## src/ccp_pkg.sv

```systemverilog
// shared types and constants for settings retention and phy event counters
`default_nettype none
package ccp_pkg;

  // set features subcommands
  localparam logic [7:0] SF_WCACHE_ON = 8'h02;
  localparam logic [7:0] SF_WCACHE_OFF = 8'h82;
  localparam logic [7:0] SF_XFER_MODE = 8'h03;
  localparam logic [7:0] SF_APM_ON = 8'h05;
  localparam logic [7:0] SF_APM_OFF = 8'h85;
  localparam logic [7:0] SF_KEEP_ON = 8'h06;
  localparam logic [7:0] SF_KEEP_OFF = 8'h86;
  localparam logic [7:0] SF_RLA_OFF = 8'h55;
  localparam logic [7:0] SF_RLA_ON = 8'haa;
  localparam logic [7:0] SF_REVERT_OFF = 8'h66;
  localparam logic [7:0] SF_REVERT_ON = 8'hcc;
  // transfer mode type, sector count bits 7:3
  localparam logic [4:0] XM_PIO = 5'h01;
  localparam logic [4:0] XM_MDMA = 5'h04;
  localparam logic [4:0] XM_UDMA = 5'h08;

  // phy event counter log layout, 16-bit words
  localparam logic [7:0] LOG_PAGE_ID = 8'h11;
  localparam int NUM_CNT = 3;
  localparam logic [7:0] LOG_LAST_WORD = 8'hff;
  localparam logic [7:0] LOG_FIRST_CNT = 8'h02;
  localparam logic [7:0] LOG_END_WORD = 8'h0b;
  localparam logic [2:0] CNT_SIZE_32 = 3'h2;
  localparam logic [11:0] CID_END = 12'h000;
  localparam logic [11:0] CID_ICRC = 12'h001;
  localparam logic [11:0] CID_PHYRDY = 12'h009;
  localparam logic [11:0] CID_SIGFIS = 12'h00a;
  localparam logic [31:0] CNT_RESET = 32'h0000_0000;

  // power-on defaults
  localparam logic [47:0] DEF_MAX_LBA = 48'h0000_0fff_ffff;
  localparam logic [2:0] DEF_UNLOCK_TRIES = 3'h5;
  localparam logic [7:0] DEF_APM_LEVEL = 8'hfe;
  localparam logic [7:0] DEF_MULT_BLOCK = 8'h10;

  typedef enum logic [3:0] {
    OP_SETFEAT = 4'h0, OP_INITPARAM = 4'h1, OP_STANDBY = 4'h2, OP_SETMAX = 4'h3,
    OP_SETMULT = 4'h4, OP_FREEZE = 4'h5, OP_UNLOCK_FAIL = 4'h6, OP_SECSTATE = 4'h7,
    OP_RSTREAM_ERR = 4'h8, OP_WSTREAM_ERR = 4'h9
  } ccp_op_e;

  typedef enum logic [5:0] {
    SEC1 = 6'h01, SEC2 = 6'h02, SEC3 = 6'h04, SEC4 = 6'h08, SEC5 = 6'h10, SEC6 = 6'h20
  } ccp_sec_e;

  typedef enum logic [1:0] {LOG_IDLE = 2'b01, LOG_SEND = 2'b10} ccp_log_e;

  typedef struct packed {
    logic valid;
    ccp_op_e op;
    logic [7:0] sub;
    logic [7:0] count;
    logic [47:0] value;
  } ccp_cmd_s;

  typedef struct packed {
    logic valid;
    logic farAnalog;
    logic retimed;
    logic txOnly;
    logic alignBypass;
    logic scramBypass;
  } ccp_bist_s;

  typedef struct packed {
    logic [15:0] cylinders;
    logic [7:0] heads;
    logic [7:0] sectors;
    logic [7:0] standbyTimer;
    logic [7:0] readStreamErrs;
    logic [7:0] writeStreamErrs;
    logic frozen;
    logic [2:0] unlockLeft;
    logic [47:0] maxLba;
    logic writeCache;
    logic [2:0] pioMode;
    logic [2:0] mdmaMode;
    logic [2:0] udmaMode;
    logic apmEn;
    logic [7:0] apmLevel;
    logic lookAhead;
    logic revertDefaults;
    logic [7:0] multBlock;
  } ccp_set_s;

  localparam ccp_set_s SET_DEFAULT = '{
    cylinders: 16'h0000, heads: 8'h00, sectors: 8'h00, standbyTimer: 8'h00,
    readStreamErrs: 8'h00, writeStreamErrs: 8'h00, frozen: 1'b0,
    unlockLeft: DEF_UNLOCK_TRIES, maxLba: DEF_MAX_LBA, writeCache: 1'b1,
    pioMode: 3'h4, mdmaMode: 3'h2, udmaMode: 3'h6, apmEn: 1'b0,
    apmLevel: DEF_APM_LEVEL, lookAhead: 1'b1, revertDefaults: 1'b0,
    multBlock: DEF_MULT_BLOCK
  };

endpackage
`default_nettype wire

```

## src/ccp_retention_counters.sv

```systemverilog
// settings kept across link reset, bist entry and phy event counters with log readout
// Functional notes
// - bist activate enters self-test; align/scramble bypass only allowed with transmit-only
// - subcommand 06h enables, 86h disables settings retention across link reset
// - retention enabled after power-on without any host command
// - link reset acts as hardware reset, whether requested or not
// - settings retained only for features this block implements
// - geometry parameters and standby timer kept across link reset
// - read and write stream error logs kept across link reset
// - security state never changes because of link reset
// - frozen flag and remaining unlock attempts kept across link reset
// - maximum user lba from set-max commands kept across link reset
// - write cache enable from 02h/82h kept across link reset
// - pio, mdma, udma mode selections from 03h kept across link reset
// - apm enable and level from 05h/85h kept across link reset
// - read look-ahead from 55h/aah kept across link reset
// - revert-to-defaults enable from cch/66h kept across link reset
// - multiple-sector block size kept across link reset
// - identify word 76 bit 10 reports counter support
// - log page 11h read returns the counter values
// - counters survive link and software reset, cleared at power-on
// - all mandatory counters implemented, optional ones selectively
// - bist activate returns every counter to its reset value
// - page 11h read with features bit 0 returns values then clears
// - each entry starts with 16-bit id, bits 14:12 give counter size
// - id 000h ends the list; counter 001h counts icrc-failed commands
`timescale 1ns/1ps
`default_nettype none
module ccp_retention_counters
  import ccp_pkg::*;
(
  // clock and power-on reset
  input wire logic sys_clk,
  input wire logic rst_n,
  // link and software resets
  input wire logic comReset,
  input wire logic softReset,
  // decoded commands
  input wire ccp_cmd_s cmd,
  // bist activate fis
  input wire ccp_bist_s bist,
  // phy events
  input wire logic evtIcrcCmd,
  input wire logic evtPhyRdy,
  input wire logic evtSigFis,
  // log page read
  input wire logic logReq,
  input wire logic [7:0] logPage,
  input wire logic [7:0] logFeatures,
  input wire logic logReady,
  output logic logValid,
  output logic logLast,
  output logic [15:0] logWord,
  // settings and status
  output ccp_set_s settings,
  output ccp_sec_e secState,
  output logic preserveEn,
  output logic identPhyCnt,
  output logic bistActive,
  output logic [4:0] bistMode,
  output logic bistReject
);

  function automatic logic [31:0] sat_inc(input logic [31:0] v);
    sat_inc = (v == 32'hffff_ffff) ? v : v + 32'h0000_0001;
  endfunction

  function automatic logic [15:0] cnt_id(input logic [11:0] id);
    cnt_id = {1'b0, CNT_SIZE_32, id};
  endfunction

  // entry k: id word, low half, high half; then the end marker
  function automatic logic [15:0] word_at(input logic [7:0] idx,
                                          input logic [NUM_CNT*32-1:0] snap);
    logic [7:0] rel;
    logic [1:0] part;
    logic [1:0] slot;
    rel = idx - LOG_FIRST_CNT;
    part = 2'(rel % 8'h03);
    slot = 2'(rel / 8'h03);
    word_at = 16'h0000;
    if (idx >= LOG_FIRST_CNT && idx < LOG_END_WORD) begin
      case (part)
        2'd0: word_at = cnt_id(slot == 2'd0 ? CID_ICRC : slot == 2'd1 ? CID_PHYRDY : CID_SIGFIS);
        2'd1: word_at = snap[slot*32 +: 16];
        default: word_at = snap[slot*32+16 +: 16];
      endcase
    end else if (idx == LOG_END_WORD) begin
      word_at = {4'h0, CID_END};
    end
  endfunction

  // ---------------- settings retention ----------------
  ccp_set_s next_settings;
  logic next_preserveEn;
  ccp_sec_e next_secState;
  wire logic cmdOk = cmd.valid && !comReset;
  wire logic isSetFeat = cmdOk && cmd.op == OP_SETFEAT;
  wire logic [4:0] xferType = cmd.count[7:3];

  // all listed features exist here, so every listed setting is retained
  always_comb begin
    next_settings = settings;
    next_preserveEn = preserveEn;
    next_secState = secState;
    if (comReset) begin
      // a lost-signal reset looks identical, so nothing distinguishes the two
      if (!preserveEn) begin
        next_settings = SET_DEFAULT;
      end
    end else if (cmd.valid) begin
      case (cmd.op)
        OP_SETFEAT: begin
          case (cmd.sub)
            SF_KEEP_ON: next_preserveEn = 1'b1;
            SF_KEEP_OFF: next_preserveEn = 1'b0;
            SF_WCACHE_ON: next_settings.writeCache = 1'b1;
            SF_WCACHE_OFF: next_settings.writeCache = 1'b0;
            SF_XFER_MODE: begin
              if (xferType == XM_PIO) next_settings.pioMode = cmd.count[2:0];
              if (xferType == XM_MDMA) next_settings.mdmaMode = cmd.count[2:0];
              if (xferType == XM_UDMA) next_settings.udmaMode = cmd.count[2:0];
            end
            SF_APM_ON: begin
              next_settings.apmEn = 1'b1;
              next_settings.apmLevel = cmd.count;
            end
            SF_APM_OFF: next_settings.apmEn = 1'b0;
            SF_RLA_OFF: next_settings.lookAhead = 1'b0;
            SF_RLA_ON: next_settings.lookAhead = 1'b1;
            SF_REVERT_OFF: next_settings.revertDefaults = 1'b0;
            SF_REVERT_ON: next_settings.revertDefaults = 1'b1;
            default: next_settings = settings;
          endcase
        end
        OP_INITPARAM: begin
          next_settings.sectors = cmd.count;
          next_settings.heads = cmd.value[7:0];
          next_settings.cylinders = cmd.value[23:8];
        end
        OP_STANDBY: next_settings.standbyTimer = cmd.count;
        OP_SETMAX: next_settings.maxLba = cmd.value;
        OP_SETMULT: next_settings.multBlock = cmd.count;
        OP_FREEZE: next_settings.frozen = 1'b1;
        OP_UNLOCK_FAIL: begin
          if (settings.unlockLeft != 3'h0) begin
            next_settings.unlockLeft = settings.unlockLeft - 3'h1;
          end
        end
        OP_SECSTATE: next_secState = ccp_sec_e'(cmd.value[5:0]);
        OP_RSTREAM_ERR: next_settings.readStreamErrs = settings.readStreamErrs + 8'h01;
        OP_WSTREAM_ERR: next_settings.writeStreamErrs = settings.writeStreamErrs + 8'h01;
        default: next_settings = settings;
      endcase
    end
  end

  always_ff @(posedge sys_clk) begin
    if (!rst_n) begin
      settings <= SET_DEFAULT;
      preserveEn <= 1'b1;
      secState <= SEC1;
      identPhyCnt <= 1'b0;
    end else begin
      settings <= next_settings;
      preserveEn <= next_preserveEn;
      secState <= next_secState; // link reset never moves this
      identPhyCnt <= 1'b1;
    end
  end

  // ---------------- bist ----------------
  wire logic oneLoop =
    ({1'b0, bist.farAnalog} + {1'b0, bist.retimed} + {1'b0, bist.txOnly}) == 2'd1;
  wire logic bypassOk = bist.txOnly || !(bist.alignBypass || bist.scramBypass);
  wire logic bistOk = bist.valid && oneLoop && bypassOk;

  always_ff @(posedge sys_clk) begin
    if (!rst_n) begin
      bistActive <= 1'b0;
      bistMode <= 5'h00;
      bistReject <= 1'b0;
    end else begin
      bistReject <= bist.valid && !bistOk;
      // entry landing with a link reset wins, unlike a command, which the link reset drops
      if (bistOk) begin
        bistActive <= 1'b1;
        bistMode <= {bist.farAnalog, bist.retimed, bist.txOnly, bist.alignBypass,
                     bist.scramBypass};
      end else if (comReset) begin
        bistActive <= 1'b0;
      end
    end
  end

  // ---------------- phy event counters ----------------
  // one mandatory icrc counter, one mandatory signature counter, optional phyrdy
  logic [31:0] cnt [NUM_CNT];
  logic [NUM_CNT*32-1:0] snap;
  ccp_log_e logState;
  logic [7:0] wordIdx;
  wire logic [NUM_CNT-1:0] evt = {evtSigFis, evtPhyRdy, evtIcrcCmd};
  wire logic logStart = logReq && logPage == LOG_PAGE_ID && logState == LOG_IDLE;
  // a request refused under soft reset sends nothing, so it must not clear
  wire logic clrAfter = logStart && !softReset && logFeatures[0];
  wire logic cntClear = bist.valid || clrAfter;
  wire logic logStep = logState == LOG_SEND && logReady;
  wire logic [NUM_CNT*32-1:0] cntFlat = {cnt[2], cnt[1], cnt[0]};

  // an event in the clearing cycle counts as one, so none is lost
  always_ff @(posedge sys_clk) begin
    for (int i = 0; i < NUM_CNT; i++) begin
      if (!rst_n) begin
        cnt[i] <= CNT_RESET;
      end else if (cntClear) begin
        cnt[i] <= evt[i] ? 32'h0000_0001 : CNT_RESET;
      end else if (evt[i]) begin
        cnt[i] <= sat_inc(cnt[i]);
      end
    end
  end

  // snapshot taken before the clear lands, so the page shows pre-clear values
  always_ff @(posedge sys_clk) begin
    if (!rst_n) begin
      logState <= LOG_IDLE;
      wordIdx <= 8'h00;
      snap <= '0;
      logWord <= 16'h0000;
    end else begin
      case (logState)
        LOG_IDLE: begin
          if (logStart && !softReset) begin
            snap <= cntFlat;
            wordIdx <= 8'h00;
            logWord <= word_at(8'h00, cntFlat);
            logState <= LOG_SEND;
          end
        end
        LOG_SEND: begin
          // software reset aborts the transfer but leaves counters alone
          if (softReset || comReset || (logStep && wordIdx == LOG_LAST_WORD)) begin
            logState <= LOG_IDLE;
          end else if (logStep) begin
            wordIdx <= wordIdx + 8'h01;
            logWord <= word_at(wordIdx + 8'h01, snap);
          end
        end
        default: logState <= LOG_IDLE;
      endcase
    end
  end

  assign logValid = logState == LOG_SEND;
  assign logLast = logValid && wordIdx == LOG_LAST_WORD;

  // ---------------- checks ----------------
  a_bist_bypass_tx: assert property (@(posedge sys_clk) disable iff (!rst_n)
    bistActive |-> (bistMode[2] || bistMode[1:0] == 2'b00))
    else $error("bypass mode active without transmit-only");

  a_poweron_keep: assert property (@(posedge sys_clk)
    $past(!rst_n) && rst_n |-> preserveEn)
    else $error("retention not enabled after power-on");

  a_keep_settings: assert property (@(posedge sys_clk) disable iff (!rst_n)
    comReset && preserveEn |=> settings == $past(settings) ##1 settings == $past(settings)
      || $past(cmd.valid))
    else $error("retained settings changed across link reset");

  a_revert_default: assert property (@(posedge sys_clk) disable iff (!rst_n)
    comReset && !preserveEn |=> settings == SET_DEFAULT)
    else $error("defaults not restored on link reset");

  a_sec_state_hold: assert property (@(posedge sys_clk) disable iff (!rst_n)
    comReset |=> secState == $past(secState))
    else $error("security state moved on link reset");

  a_wcache_set: assert property (@(posedge sys_clk) disable iff (!rst_n)
    isSetFeat && cmd.sub == SF_WCACHE_OFF |=> !settings.writeCache)
    else $error("write cache disable not applied");

  a_bist_clear: assert property (@(posedge sys_clk) disable iff (!rst_n)
    bist.valid |=> cnt[0] <= 32'h0000_0001 && cnt[2] <= 32'h0000_0001)
    else $error("counters not cleared by bist activate");

  a_read_clear: assert property (@(posedge sys_clk) disable iff (!rst_n)
    clrAfter |=> snap[31:0] == $past(cnt[0]) && cnt[0] <= 32'h0000_0001)
    else $error("read-and-clear order wrong");

  a_entry_size: assert property (@(posedge sys_clk) disable iff (!rst_n)
    logValid && wordIdx == LOG_FIRST_CNT |-> logWord[14:12] == CNT_SIZE_32)
    else $error("counter size field wrong");

  a_list_end: assert property (@(posedge sys_clk) disable iff (!rst_n)
    logValid && wordIdx == LOG_END_WORD |-> logWord == 16'h0000)
    else $error("end marker missing");

  a_softreset_keep: assert property (@(posedge sys_clk) disable iff (!rst_n)
    softReset && !cntClear && evt == '0 |=> cnt[1] == $past(cnt[1]))
    else $error("counter lost on software reset");

endmodule
`default_nettype wire

```

## config.mk

```make
export PLATFORM = sky130hd
export DESIGN_NAME = ccp_retention_counters
export DESIGN_NICKNAME = d
export VERILOG_FILES = /design/src/ccp_pkg.sv /design/src/ccp_retention_counters.sv
export SDC_FILE = /design/constraint.sdc
export NUM_CORES = 1
export LEC_CHECK = 0
export ABC_AREA = 1
export CORE_UTILIZATION = 53
export DETAILED_ROUTE_END_ITERATION = 8
export DONT_BUFFER_PORTS = 1
export PLACE_DENSITY = 0.65
export SYNTH_ARGS = -nofsm -noshare
export SYNTH_HDL_FRONTEND = slang
export SYNTH_SLANG_ARGS = --single-unit
```

## constraint.sdc

```tcl
create_clock -name sys_clk -period 6.1 [get_ports sys_clk]
set_input_delay 0.61 -clock sys_clk [delete_from_list [all_inputs] [get_ports sys_clk]]
set_output_delay 0.61 -clock sys_clk [all_outputs]
set_load 0.1 [all_outputs]
```

After elaboration in Yosys (flattened, before gate mapping). Memories as Yosys holds them, arrays and structs flattened. Cells that the tools add are included.

Add/sub/neg operators: 11. Divide/modulo/power cells: 2. Magnitude comparators: 2. Equal/unequal tests: 38. Shifts and indexed selects: 2. Mux-type cells: 69. Bitwise operators: 7. Reduce and logical (&&, ||, !) cells: 67.

Operators by type and width (number): 137-bit 2-to-1 mux (3); 32-bit 2-to-1 mux (10); 32-bit by 1-bit adder with 32-bit output, second input constant (3); 32-bit equality test, second input constant (3); 96-bit by 8-bit indexed part select with 16-bit output (1); 96-bit by 9-bit indexed part select with 16-bit output (1); 16-bit 2-to-1 mux (4); 8-bit 2-to-1 mux (8); 16-bit case mux with 2 select lines (2); 8-bit equality test, second input constant (6); 48-bit 2-to-1 mux (1); 2-bit nonzero test (19); 4-bit AND reduction (8); 8-bit by 1-bit adder with 8-bit output, second input constant (3); 3-bit AND reduction (8); 1-bit 2-to-1 mux (23); 21-bit 2-to-1 mux (1); 4-bit by 3-bit equality test with 1-bit output, second input constant (4); 8-bit by 2-bit equality test with 1-bit output, second input constant (2); 8-bit by 3-bit equality test with 1-bit output, second input constant (2); 8-bit by 7-bit equality test with 1-bit output, second input constant (2); 8-bit case mux with 2 select lines (1); 3-bit 2-to-1 mux (5); 5-bit AND reduction (3); other kinds (34) (75).

Bits in registers: 274. RAM bits: 96. Input bits: 100. Logic and storage cells: 227. Memories kept: 1.

Memories: cnt (depth 3, width 32, rd ports 3, clocked after memory_dff 0, write ports 3, line ccp_retention_counters.sv:198) `logic [31:0] cnt [NUM_CNT];`.

Longest topological paths before layout. Gate-level depths: netlist of the first run.

Word-level depth: 11. Depth in mapped cells: 46. Gate-level depth less buffers: 46.

Worst setup path before layout of the first run. OpenSTA, ideal clock, no wires.

Kind: register to register. Start: register wordIdx[0]. End: register logWord[10]. Arrival: 4.583 ns. Data required time: 6.030 ns. Path slack: 1.447 ns. Cell stages (with the launch flop): 46. Buffers on the path: 2. Clock period less this slack: 4.653 ns. Cells stage by stage: dfxtp_1 -> ha_1 -> inv_1 -> nand2_1 -> nand2_1 -> ha_1 -> nand3b_1 -> nand2_1 -> nand3_1 -> nor2_1 -> nand2_1 -> nand2_1 -> nand2_1 -> nand2_1 -> nand2_1 -> nand2_1 -> nand2_1 -> nand2_1 -> [... 10 more ...] -> nand2_1 -> nand2_1 -> inv_1 -> ha_1 -> inv_1 -> nand3_1 -> inv_1 -> nand3_4 -> nand2_2 -> nand2_4 -> buf_6 -> buf_6 -> nand3_1 -> nand3_1 -> nand2_1 -> nand2_1 -> nand3_1 -> a21oi_1.

Cells in the longest elaborated chain, start to end: 10.

RTL lines: from (decl) (line ccp_retention_counters.sv:201) `logic [7:0] wordIdx;`; from (signal assigned) (line ccp_retention_counters.sv:245) `wordIdx <= wordIdx + 8'h01;`; 8-bit by 1-bit adder with 8-bit output (line ccp_retention_counters.sv:246) `logWord <= word_at(wordIdx + 8'h01, snap);`; 8-bit by 2-bit subtractor with 8-bit output (line ccp_retention_counters.sv:78) `rel = idx - LOG_FIRST_CNT;`; 8-bit by 2-bit divider with 8-bit output (line ccp_retention_counters.sv:80) `slot = 2'(rel / 8'h03);`; 7-bit by 5-bit adder with 8-bit output (line ccp_retention_counters.sv:86) `default: word_at = snap[slot*32+16 +: 16];`; 96-bit by 9-bit indexed part select with 16-bit output (line ccp_retention_counters.sv:86); 16-bit case mux with 2 select lines (line ccp_retention_counters.sv:83) `case (part)`; 16-bit 2-to-1 mux (line ccp_retention_counters.sv:82) `if (idx >= LOG_FIRST_CNT && idx < LOG_END_WORD) begin`; 16-bit 2-to-1 mux (line ccp_retention_counters.sv:244) `end else if (logStep) begin`; 16-bit 2-to-1 mux (line ccp_retention_counters.sv:242) `if (softReset || comReset || (logStep && wordIdx == LOG_LAST_WORD)) begin`; 16-bit case mux with 2 select lines (line ccp_retention_counters.sv:231) `case (logState)`; to (signal assigned) (line ccp_retention_counters.sv:236) `logWord <= word_at(8'h00, cntFlat);`; to (signal assigned) (line ccp_retention_counters.sv:246); to (decl) (line ccp_retention_counters.sv:53) `output logic [15:0] logWord,`.

Parallel ways exist; a longest one is shown, timed or not. The select of a mux whose other input is x is not followed. A chain may end at the register's enable or synchronous reset.

Worst setup path after layout of the first run.
Start: register wordIdx[0]. End: register logWord[6].

Same word-level chain as after synthesis.

==> results of run 1 <==
sequential cells by signal, indices dropped and copies added, names as in the netlist:
register / count
snap: 96
logState: 2
bistActive: 1
settings: 137
identPhyCnt: 1
logWord: 16
cnt: 96
preserveEn: 1
secState: 6
bistReject: 1
wordIdx: 8
bistMode: 5
cell type report:
type | instances | area (um2)
Multi-Input combinational cell | 1495 | 7244
Timing Repair Buffer | 20 | 186.4
Clock buffer | 61 | 1225
Sequential cell | 370 | 8368
Fill cell | 2915 | 12910
Inverter | 290 | 1090
Tap cell | 402 | 503.0
Clock inverter | 15 | 111.4
synthesized netlist by cell type (all sizes together) (2+ instances only):
cell and number:
a211oi 4, nor4 8, o21bai 2, o21a 15, xor2 4, nand2 521
nand3b 2, nand4 29, nand3 139, clkbuf 80, and3 4, a21oi 286
o21ba 2, o22ai 23, buf 17, nor3b 13, o211ai 10, clkinv 4
or2 2, o311ai 2, a31oi 5, nor3 35, nor2 172, edfxtp 96
o21ai 181, dfxtp 274, inv 286, o2111ai 2, ha 18, o31ai 5
xnor2 2
critical path: cells and delay by family, from the launching register on:
family                   cells  cell delay, ns
AO/OA/AOI/OAI                2            0.31
adder cells (fa/ha/maj)      4            0.89
buffers and inverters        6            0.55
flip-flops                   1            0.41
AND/OR/NAND/NOR             32            3.10
logic make-up after synthesis:
kind of cell | Yosys count
AND/OR/NAND/NOR | 926
AO/OA/AOI/OAI | 543
buffers and inverters | 387
flip-flops | 370
adder cells (fa/ha/maj) | 19
XOR/XNOR | 6
placed cells by master (no fill, tap or decap), types with 10 or more instances in the layout:
| master | instances |
|---|---|
| nand2_1 | 502 |
| nand4_1 | 28 |
| o21ai_1 | 19 |
| nand2_2 | 13 |
| nor3b_1 | 13 |
| inv_1 | 282 |
| clkbuf_1 | 11 |
| dfxtp_1 | 274 |
| o22ai_1 | 23 |
| o211ai_1 | 10 |
| o21ai_0 | 160 |
| nor3_1 | 34 |
| ha_1 | 17 |
| nand3_1 | 133 |
| clkbuf_16 | 44 |
| a21oi_1 | 285 |
| edfxtp_1 | 96 |
| o21a_1 | 15 |
| buf_4 | 17 |
| nor2_1 | 164 |
power by group through the flow:
stage               Clock (mW)  Combinational, mW  Sequential (mW)
global route              2.59              0.158             2.66
global placement             0              0.135             2.70
detailed placement           0              0.138             2.71
CTS                       2.48              0.139             2.65
floorplan                    0              0.114             2.69
finish                    2.44              0.138             2.65
worst paths after layout:
| kind | startpoint | to | slack (ns) | cells after the start |
|---|---|---|---|---|
| worst max-delay path | wordIdx[0] | logWord[6] | 0.71 | 44 |
| worst min-delay path | rst_n | identPhyCnt | 0.09 | 0 |
| worst max register to register | wordIdx[0] | logWord[6] | 0.71 | 44 |
| worst min register to register | snap[34] | snap[34] | 0.44 | 2 |
timing repair:
action | CTS | global route
buffers inserted | 0 | 0
resized for setup | 0 | 5
setup endpoints to repair | 0 | 16
per-stage QoR:
stage / worst slack (ns) / hold WS [ns] / power, mW
6_report: 0.7119 / 0.09104 / 5.228
3_3_place_gp: 0.6981 / 0.4314 / 2.839
5_1_grt: 0.06859 / 0.07379 / 5.401
2_1_floorplan: 1.447 / 0.4205 / 2.807
3_5_place_dp: 0.5580 / 0.4351 / 2.844
4_1_cts: 0.5400 / 0.08278 / 5.268
routing by layer:
metal | vias up | track usage (%) | routed length, um
met3 | 62 | 5.215 | 2897
met2 | 431 | 45.31 | 21270
met5 | - | 0 | 0
met1 | 6783 | 34.99 | 19790
met4 | 0 | 6.542 | 890
li1 | 7386 | - | -
==> flow_metrics.py, run 1 <==
metrics = {
    "outcome": {
        "status": "complete, no violations",
    },
    "synthesis": {
        "synth_xor_area_share_pct": 0.3076,
        "syn_inst": 2251,
        "synth_compound_area_share_pct": 17.01,
        "synth_seq_cells": 370,
        "synth_edf_count": 96,
        "synth-seq-area-share_pct": 48.99,
        "synth_largest_area_cell": "dfxtp_1",
        "synth.net_count": 2370,
        "syn_area_per_cell_um2": 7.588,
        "synthAdderAreaFrac_pct": 1.436,
        "yosys-mux-area-fraction_pct": 0,
        "synth_simple_gate_area_share_pct": 23.43,
        "synthArstFlopShare_pct": 0,
        "syn_area_mm2": 0.01708,
        "synthFlopType": "dfxtp_1",
        "yosys-top-cells-area": "dfxtp_1, edfxtp_1, nand2_1",
        "synth_top_area_share_pct": 32.11,
        "synth_cell_types": 53,
        "synth_top_family_by_area": "simple AND/OR/NAND/NOR gates",
        "yosys_warnings": 0,
    },
    "job": {
        "maxCapViolCount": 0,
    },
    "final_layout": {
        "drive_gt1_share_pct": 5.864,
        "final_util_pct": 59.20,
        "syn2layout_area_growth_pct": 9.640,
        "final_cell_area_mm2": 0.01873,
        "antenna_cells": 0,
        "nets": 2337,
        "fin_cells": 2653,
    },
    "die": {
        "die-area_mm2": 0.03295,
        "io_pins": 270,
        "die_w_um": 181.5,
        "start_util_pct": 53.99,
        "core_area_mm2": 0.03164,
        "dieHeight_um": 181.5,
        "num_rows": 65,
    },
    "worst_setup_path": {
        "endpoint_kind": "flip-flop",
        "critPathArrivalTime_ns": 5.83,
        "crit_path_frequent_cell": "nand2_1",
        "start_kind": "flip-flop",
        "critPathKind": "flip-flop to flip-flop",
        "slowest_delay_ns": 0.41,
        "crit_fanout": 27,
        "cp.required_ns": 6.54,
        "slowest_stage": "dfxtp_1",
    },
    "sta": {
        "finalHoldViolations": 0,
        "slew_headroom_pct": 24.78,
        "period_minus_slack_ns": 5.388,
        "period_share_pct": 88.33,
        "finalSetupViolations": 0,
        "rsz0062_at_grt": "no",
        "fmax_mhz": 185.6,
        "slew_violations": 0,
        "worst_slew_pin_slew_ns": 1.127,
        "skew_ns": 0.02156,
        "finalSetupTns_ns": 0,
    },
    "power_and_ir_drop": {
        "p_sw_mw": 1.198,
        "combinationalPowerShare_pct": 2.6,
        "clkPwrFrac_pct": 46.6,
        "p_per_area_mw_per_mm2": 279.2,
        "ir_drop_uv": 188.7,
        "swShare_pct": 22.91,
        "internal_power_mw": 4.031,
        "leakage_nw": 7.022,
        "p_seq_share_pct": 50.7,
    },
    "detailed_routing": {
        "vias_per_cell": 5.527,
        "wire_per_inst_um": 16.90,
        "num_vias": 14660,
        "remaining_drc_errors": 0,
        "ant_nets": 0,
        "dr.pass1.iters": 5,
        "initialDrtViolationCount": 1080,
        "routed_wl_um": 44850,
    },
    "global_route": {
        "grtUsageTotal_pct": 26.72,
        "grt_overflow_total": 0,
        "grt_pass1_vias": 13370,
        "grt_max_degree": 159,
        "antenna_found_initial": 0,
        "grt_pass1_wl_um": 70900,
    },
    "clocking": {
        "htreeDepth": 2,
        "cts.sinks": 370,
        "cts_root_buf": "clkbuf_16",
        "cts_tree": "yes",
        "clk_pin_slew_worst_paths_ns": 0.06,
        "insertion_delay_ns": 0.54,
        "numCtsBuffers": 41,
        "postCtsHoldBufs": 0,
        "cts_max_path_buffers": 3,
    },
    "placement": {
        "place.gp.congestion": 0.8658,
        "numPortBuffers": 0,
        "place_hpwl_um": 31760,
        "placed_cell_area_mm2": 0.01736,
        "place_inst": 2576,
    },
    "hold_path": {
        "hp-class": "input port to flip-flop",
    },
}
(Power assumes the default switching activity.)
==> run 2, diff against run 1 <==
- GPL_TIMING_DRIVEN: unset -> 0
==> run 2 against run 1 <==
Against the previous run:
- wire length increased by 11%
- hold slack improved by 0.0027 ns
- core utilization increased by 0.70 points
- via count increased by 4.2%
- final cell count increased by 2.8%
- clock skew decreased by 0.0029 ns
- sequential share of layout area decreased by 0.50 points
- clock power about the same
- global-route usage increased by 2.7 points
- die area unchanged
- critical path type unchanged
- highest routed layer unchanged
==> flow_metrics.py, run 2 (synthesis results as in run 1) <==
metrics = {
    "worst_setup_path": {
        "endpoint_kind": "flip-flop",
        "crit_buf_inv": 7,
        "crit_path_frequent_cell": "nand2_1",
        "rrSetupSlack_ns": 0.56,
        "crit_fanout": 10,
        "cp.required_ns": 6.51,
        "reg2reg_depth": 44,
        "slowest_stage": "dfxtp_4",
        "startpoint": "wordIdx[0]",
        "start_kind": "flip-flop",
        "critPathArrivalTime_ns": 5.95,
        "critPathKind": "flip-flop to flip-flop",
        "crit_family": "simple AND/OR/NAND/NOR gates",
        "r2r_end": "logWord[12]",
        "slowest_delay_ns": 0.43,
        "reg2reg_from": "wordIdx[0]",
    },
    "placement": {
        "numPortBuffers": 0,
        "place_hpwl_um": 38020,
        "place.gp.congestion": 0.9349,
    },
    "global_route": {
        "grt_pass1_wl_um": 76240,
        "grt_pass1_vias": 13820,
        "grt_max_degree": 33,
        "grt_overflow_total": 0,
        "antenna_found_initial": 0,
        "grtUsageTotal_pct": 29.46,
    },
    "sta": {
        "slew_headroom_pct": 21.23,
        "period_share_pct": 90.87,
        "fmax_mhz": 180.4,
        "rsz0062_at_grt": "no",
        "worst_slew_pin_slew_ns": 1.180,
        "finalSetupViolations": 0,
        "period_minus_slack_ns": 5.543,
        "skew_ns": 0.01865,
        "finalHoldViolations": 0,
        "finalSetupTns_ns": 0,
        "slew_violations": 0,
    },
    "die": {
        "core_area_mm2": 0.03164,
        "num_rows": 65,
        "die-area_mm2": 0.03295,
        "start_util_pct": 53.99,
        "io_pins": 270,
        "dieHeight_um": 181.5,
        "die_w_um": 181.5,
    },
    "power_and_ir_drop": {
        "leakage_nw": 7.074,
        "p_per_area_mw_per_mm2": 277.5,
        "ir_drop_uv": 209.5,
    },
    "detailed_routing": {
        "routed_wl_um": 49680,
        "vias_per_cell": 5.600,
        "initialDrtViolationCount": 1406,
        "wire_per_inst_um": 18.21,
        "dr.pass1.iters": 6,
        "num_vias": 15280,
        "ant_nets": 0,
        "remaining_drc_errors": 0,
    },
    "hold_path": {
        "hp-class": "input port to flip-flop",
        "min_to": "identPhyCnt",
        "min_path_cells": 0,
        "hp-start": "rst_n",
    },
    "clocking": {
        "clk_pin_slew_worst_paths_ns": 0.06,
        "numCtsBuffers": 41,
        "insertion_delay_ns": 0.55,
        "cts_max_path_buffers": 3,
        "cts_root_buf": "clkbuf_16",
        "post_cts_buffers": 0,
        "cts.sinks": 370,
        "htreeDepth": 2,
        "cts_tree": "yes",
    },
    "outcome": {
        "status": "complete, no violations",
    },
    "final_layout": {
        "antenna_cells": 0,
        "drive_gt1_share_pct": 5.804,
        "regMostFlops": "settings",
        "final_util_pct": 59.90,
        "reg.largest.list": "settings x137, cnt x96, snap x96",
        "syn2layout_area_growth_pct": 10.94,
        "final_cell_mix": "nand2_1, a21oi_1, inv_1",
        "largest_register_ffs": 137,
        "nets": 2414,
        "layout_commonest_cell": "nand2_1",
    },
    "job": {
        "maxCapViolCount": 0,
    },
}
run 2: worst max path at each step:
| stage | cells past startpoint | end | slack (ns) |
|---|---|---|---|
| after floorplan | 45 | logWord[10] | 1.45 |
| after global placement | 42 | logWord[11] | 0.45 |
| after detailed placement | 42 | logWord[11] | 0.35 |
| after CTS | 42 | logWord[11] | 0.34 |
| after global routing | 42 | logWord[0] | 0.02 |
| final | 44 | logWord[12] | 0.56 |
run 2: layout make-up:
cell class | count | area, um2
tap | 402 | 503.0
timing repair buffer | 1 | 15.01
fill | 2904 | 12690
multi-input combinational | 1494 | 7222
clock inverter | 16 | 127.6
inverter | 290 | 1089
buffer | 97 | 420.4
sequential | 370 | 8373
clock buffer | 58 | 1201
run 2: worst register-to-register path: cells and delay by family (launching register included):
kind            cells  cell delay (ns)
buf+inv             7             0.68
fa+ha+maj           3             0.81
compound gates      3             0.34
simple gates       31             3.14
flops               1             0.43
run 2: metal layers:
metal / global-route usage, % / routed length, um / up-vias
li1: - / - / 7550
met2: 48.35 / 23030 / 543
met4: 9.492 / 1486 / 0
met3: 6.919 / 3841 / 102
met1: 38.28 / 21330 / 7083
met5: 0 / 0 / -
run 2: repair_timing:
action                     in CTS  in global routing
setup endpoints to repair       0                 16
hold buffers                    0                  0
resized for setup               0                  5
run 2: report_power, final:
group          internal, mW  switching (mW)  total (mW)
logic                0.0416           0.127       0.168
registers              2.55           0.103        2.66
clock network          1.42            1.01        2.43
total                  4.02            1.24        5.26
run 2: stage by stage:
step	total power, mW	std cells	hold WS, ns	instance area [um2]	setup slack [ns]
finish	5.258	2728	0.09375	18950	0.5570
global route	5.427	2728	0.07376	18950	0.02064
CTS	5.296	2728	0.07602	18930	0.3362
detailed placement	2.876	2654	0.4411	17600	0.3460
global placement	2.872	2653	0.4347	17580	0.4495
floorplan	2.807	2251	0.4205	17080	1.447
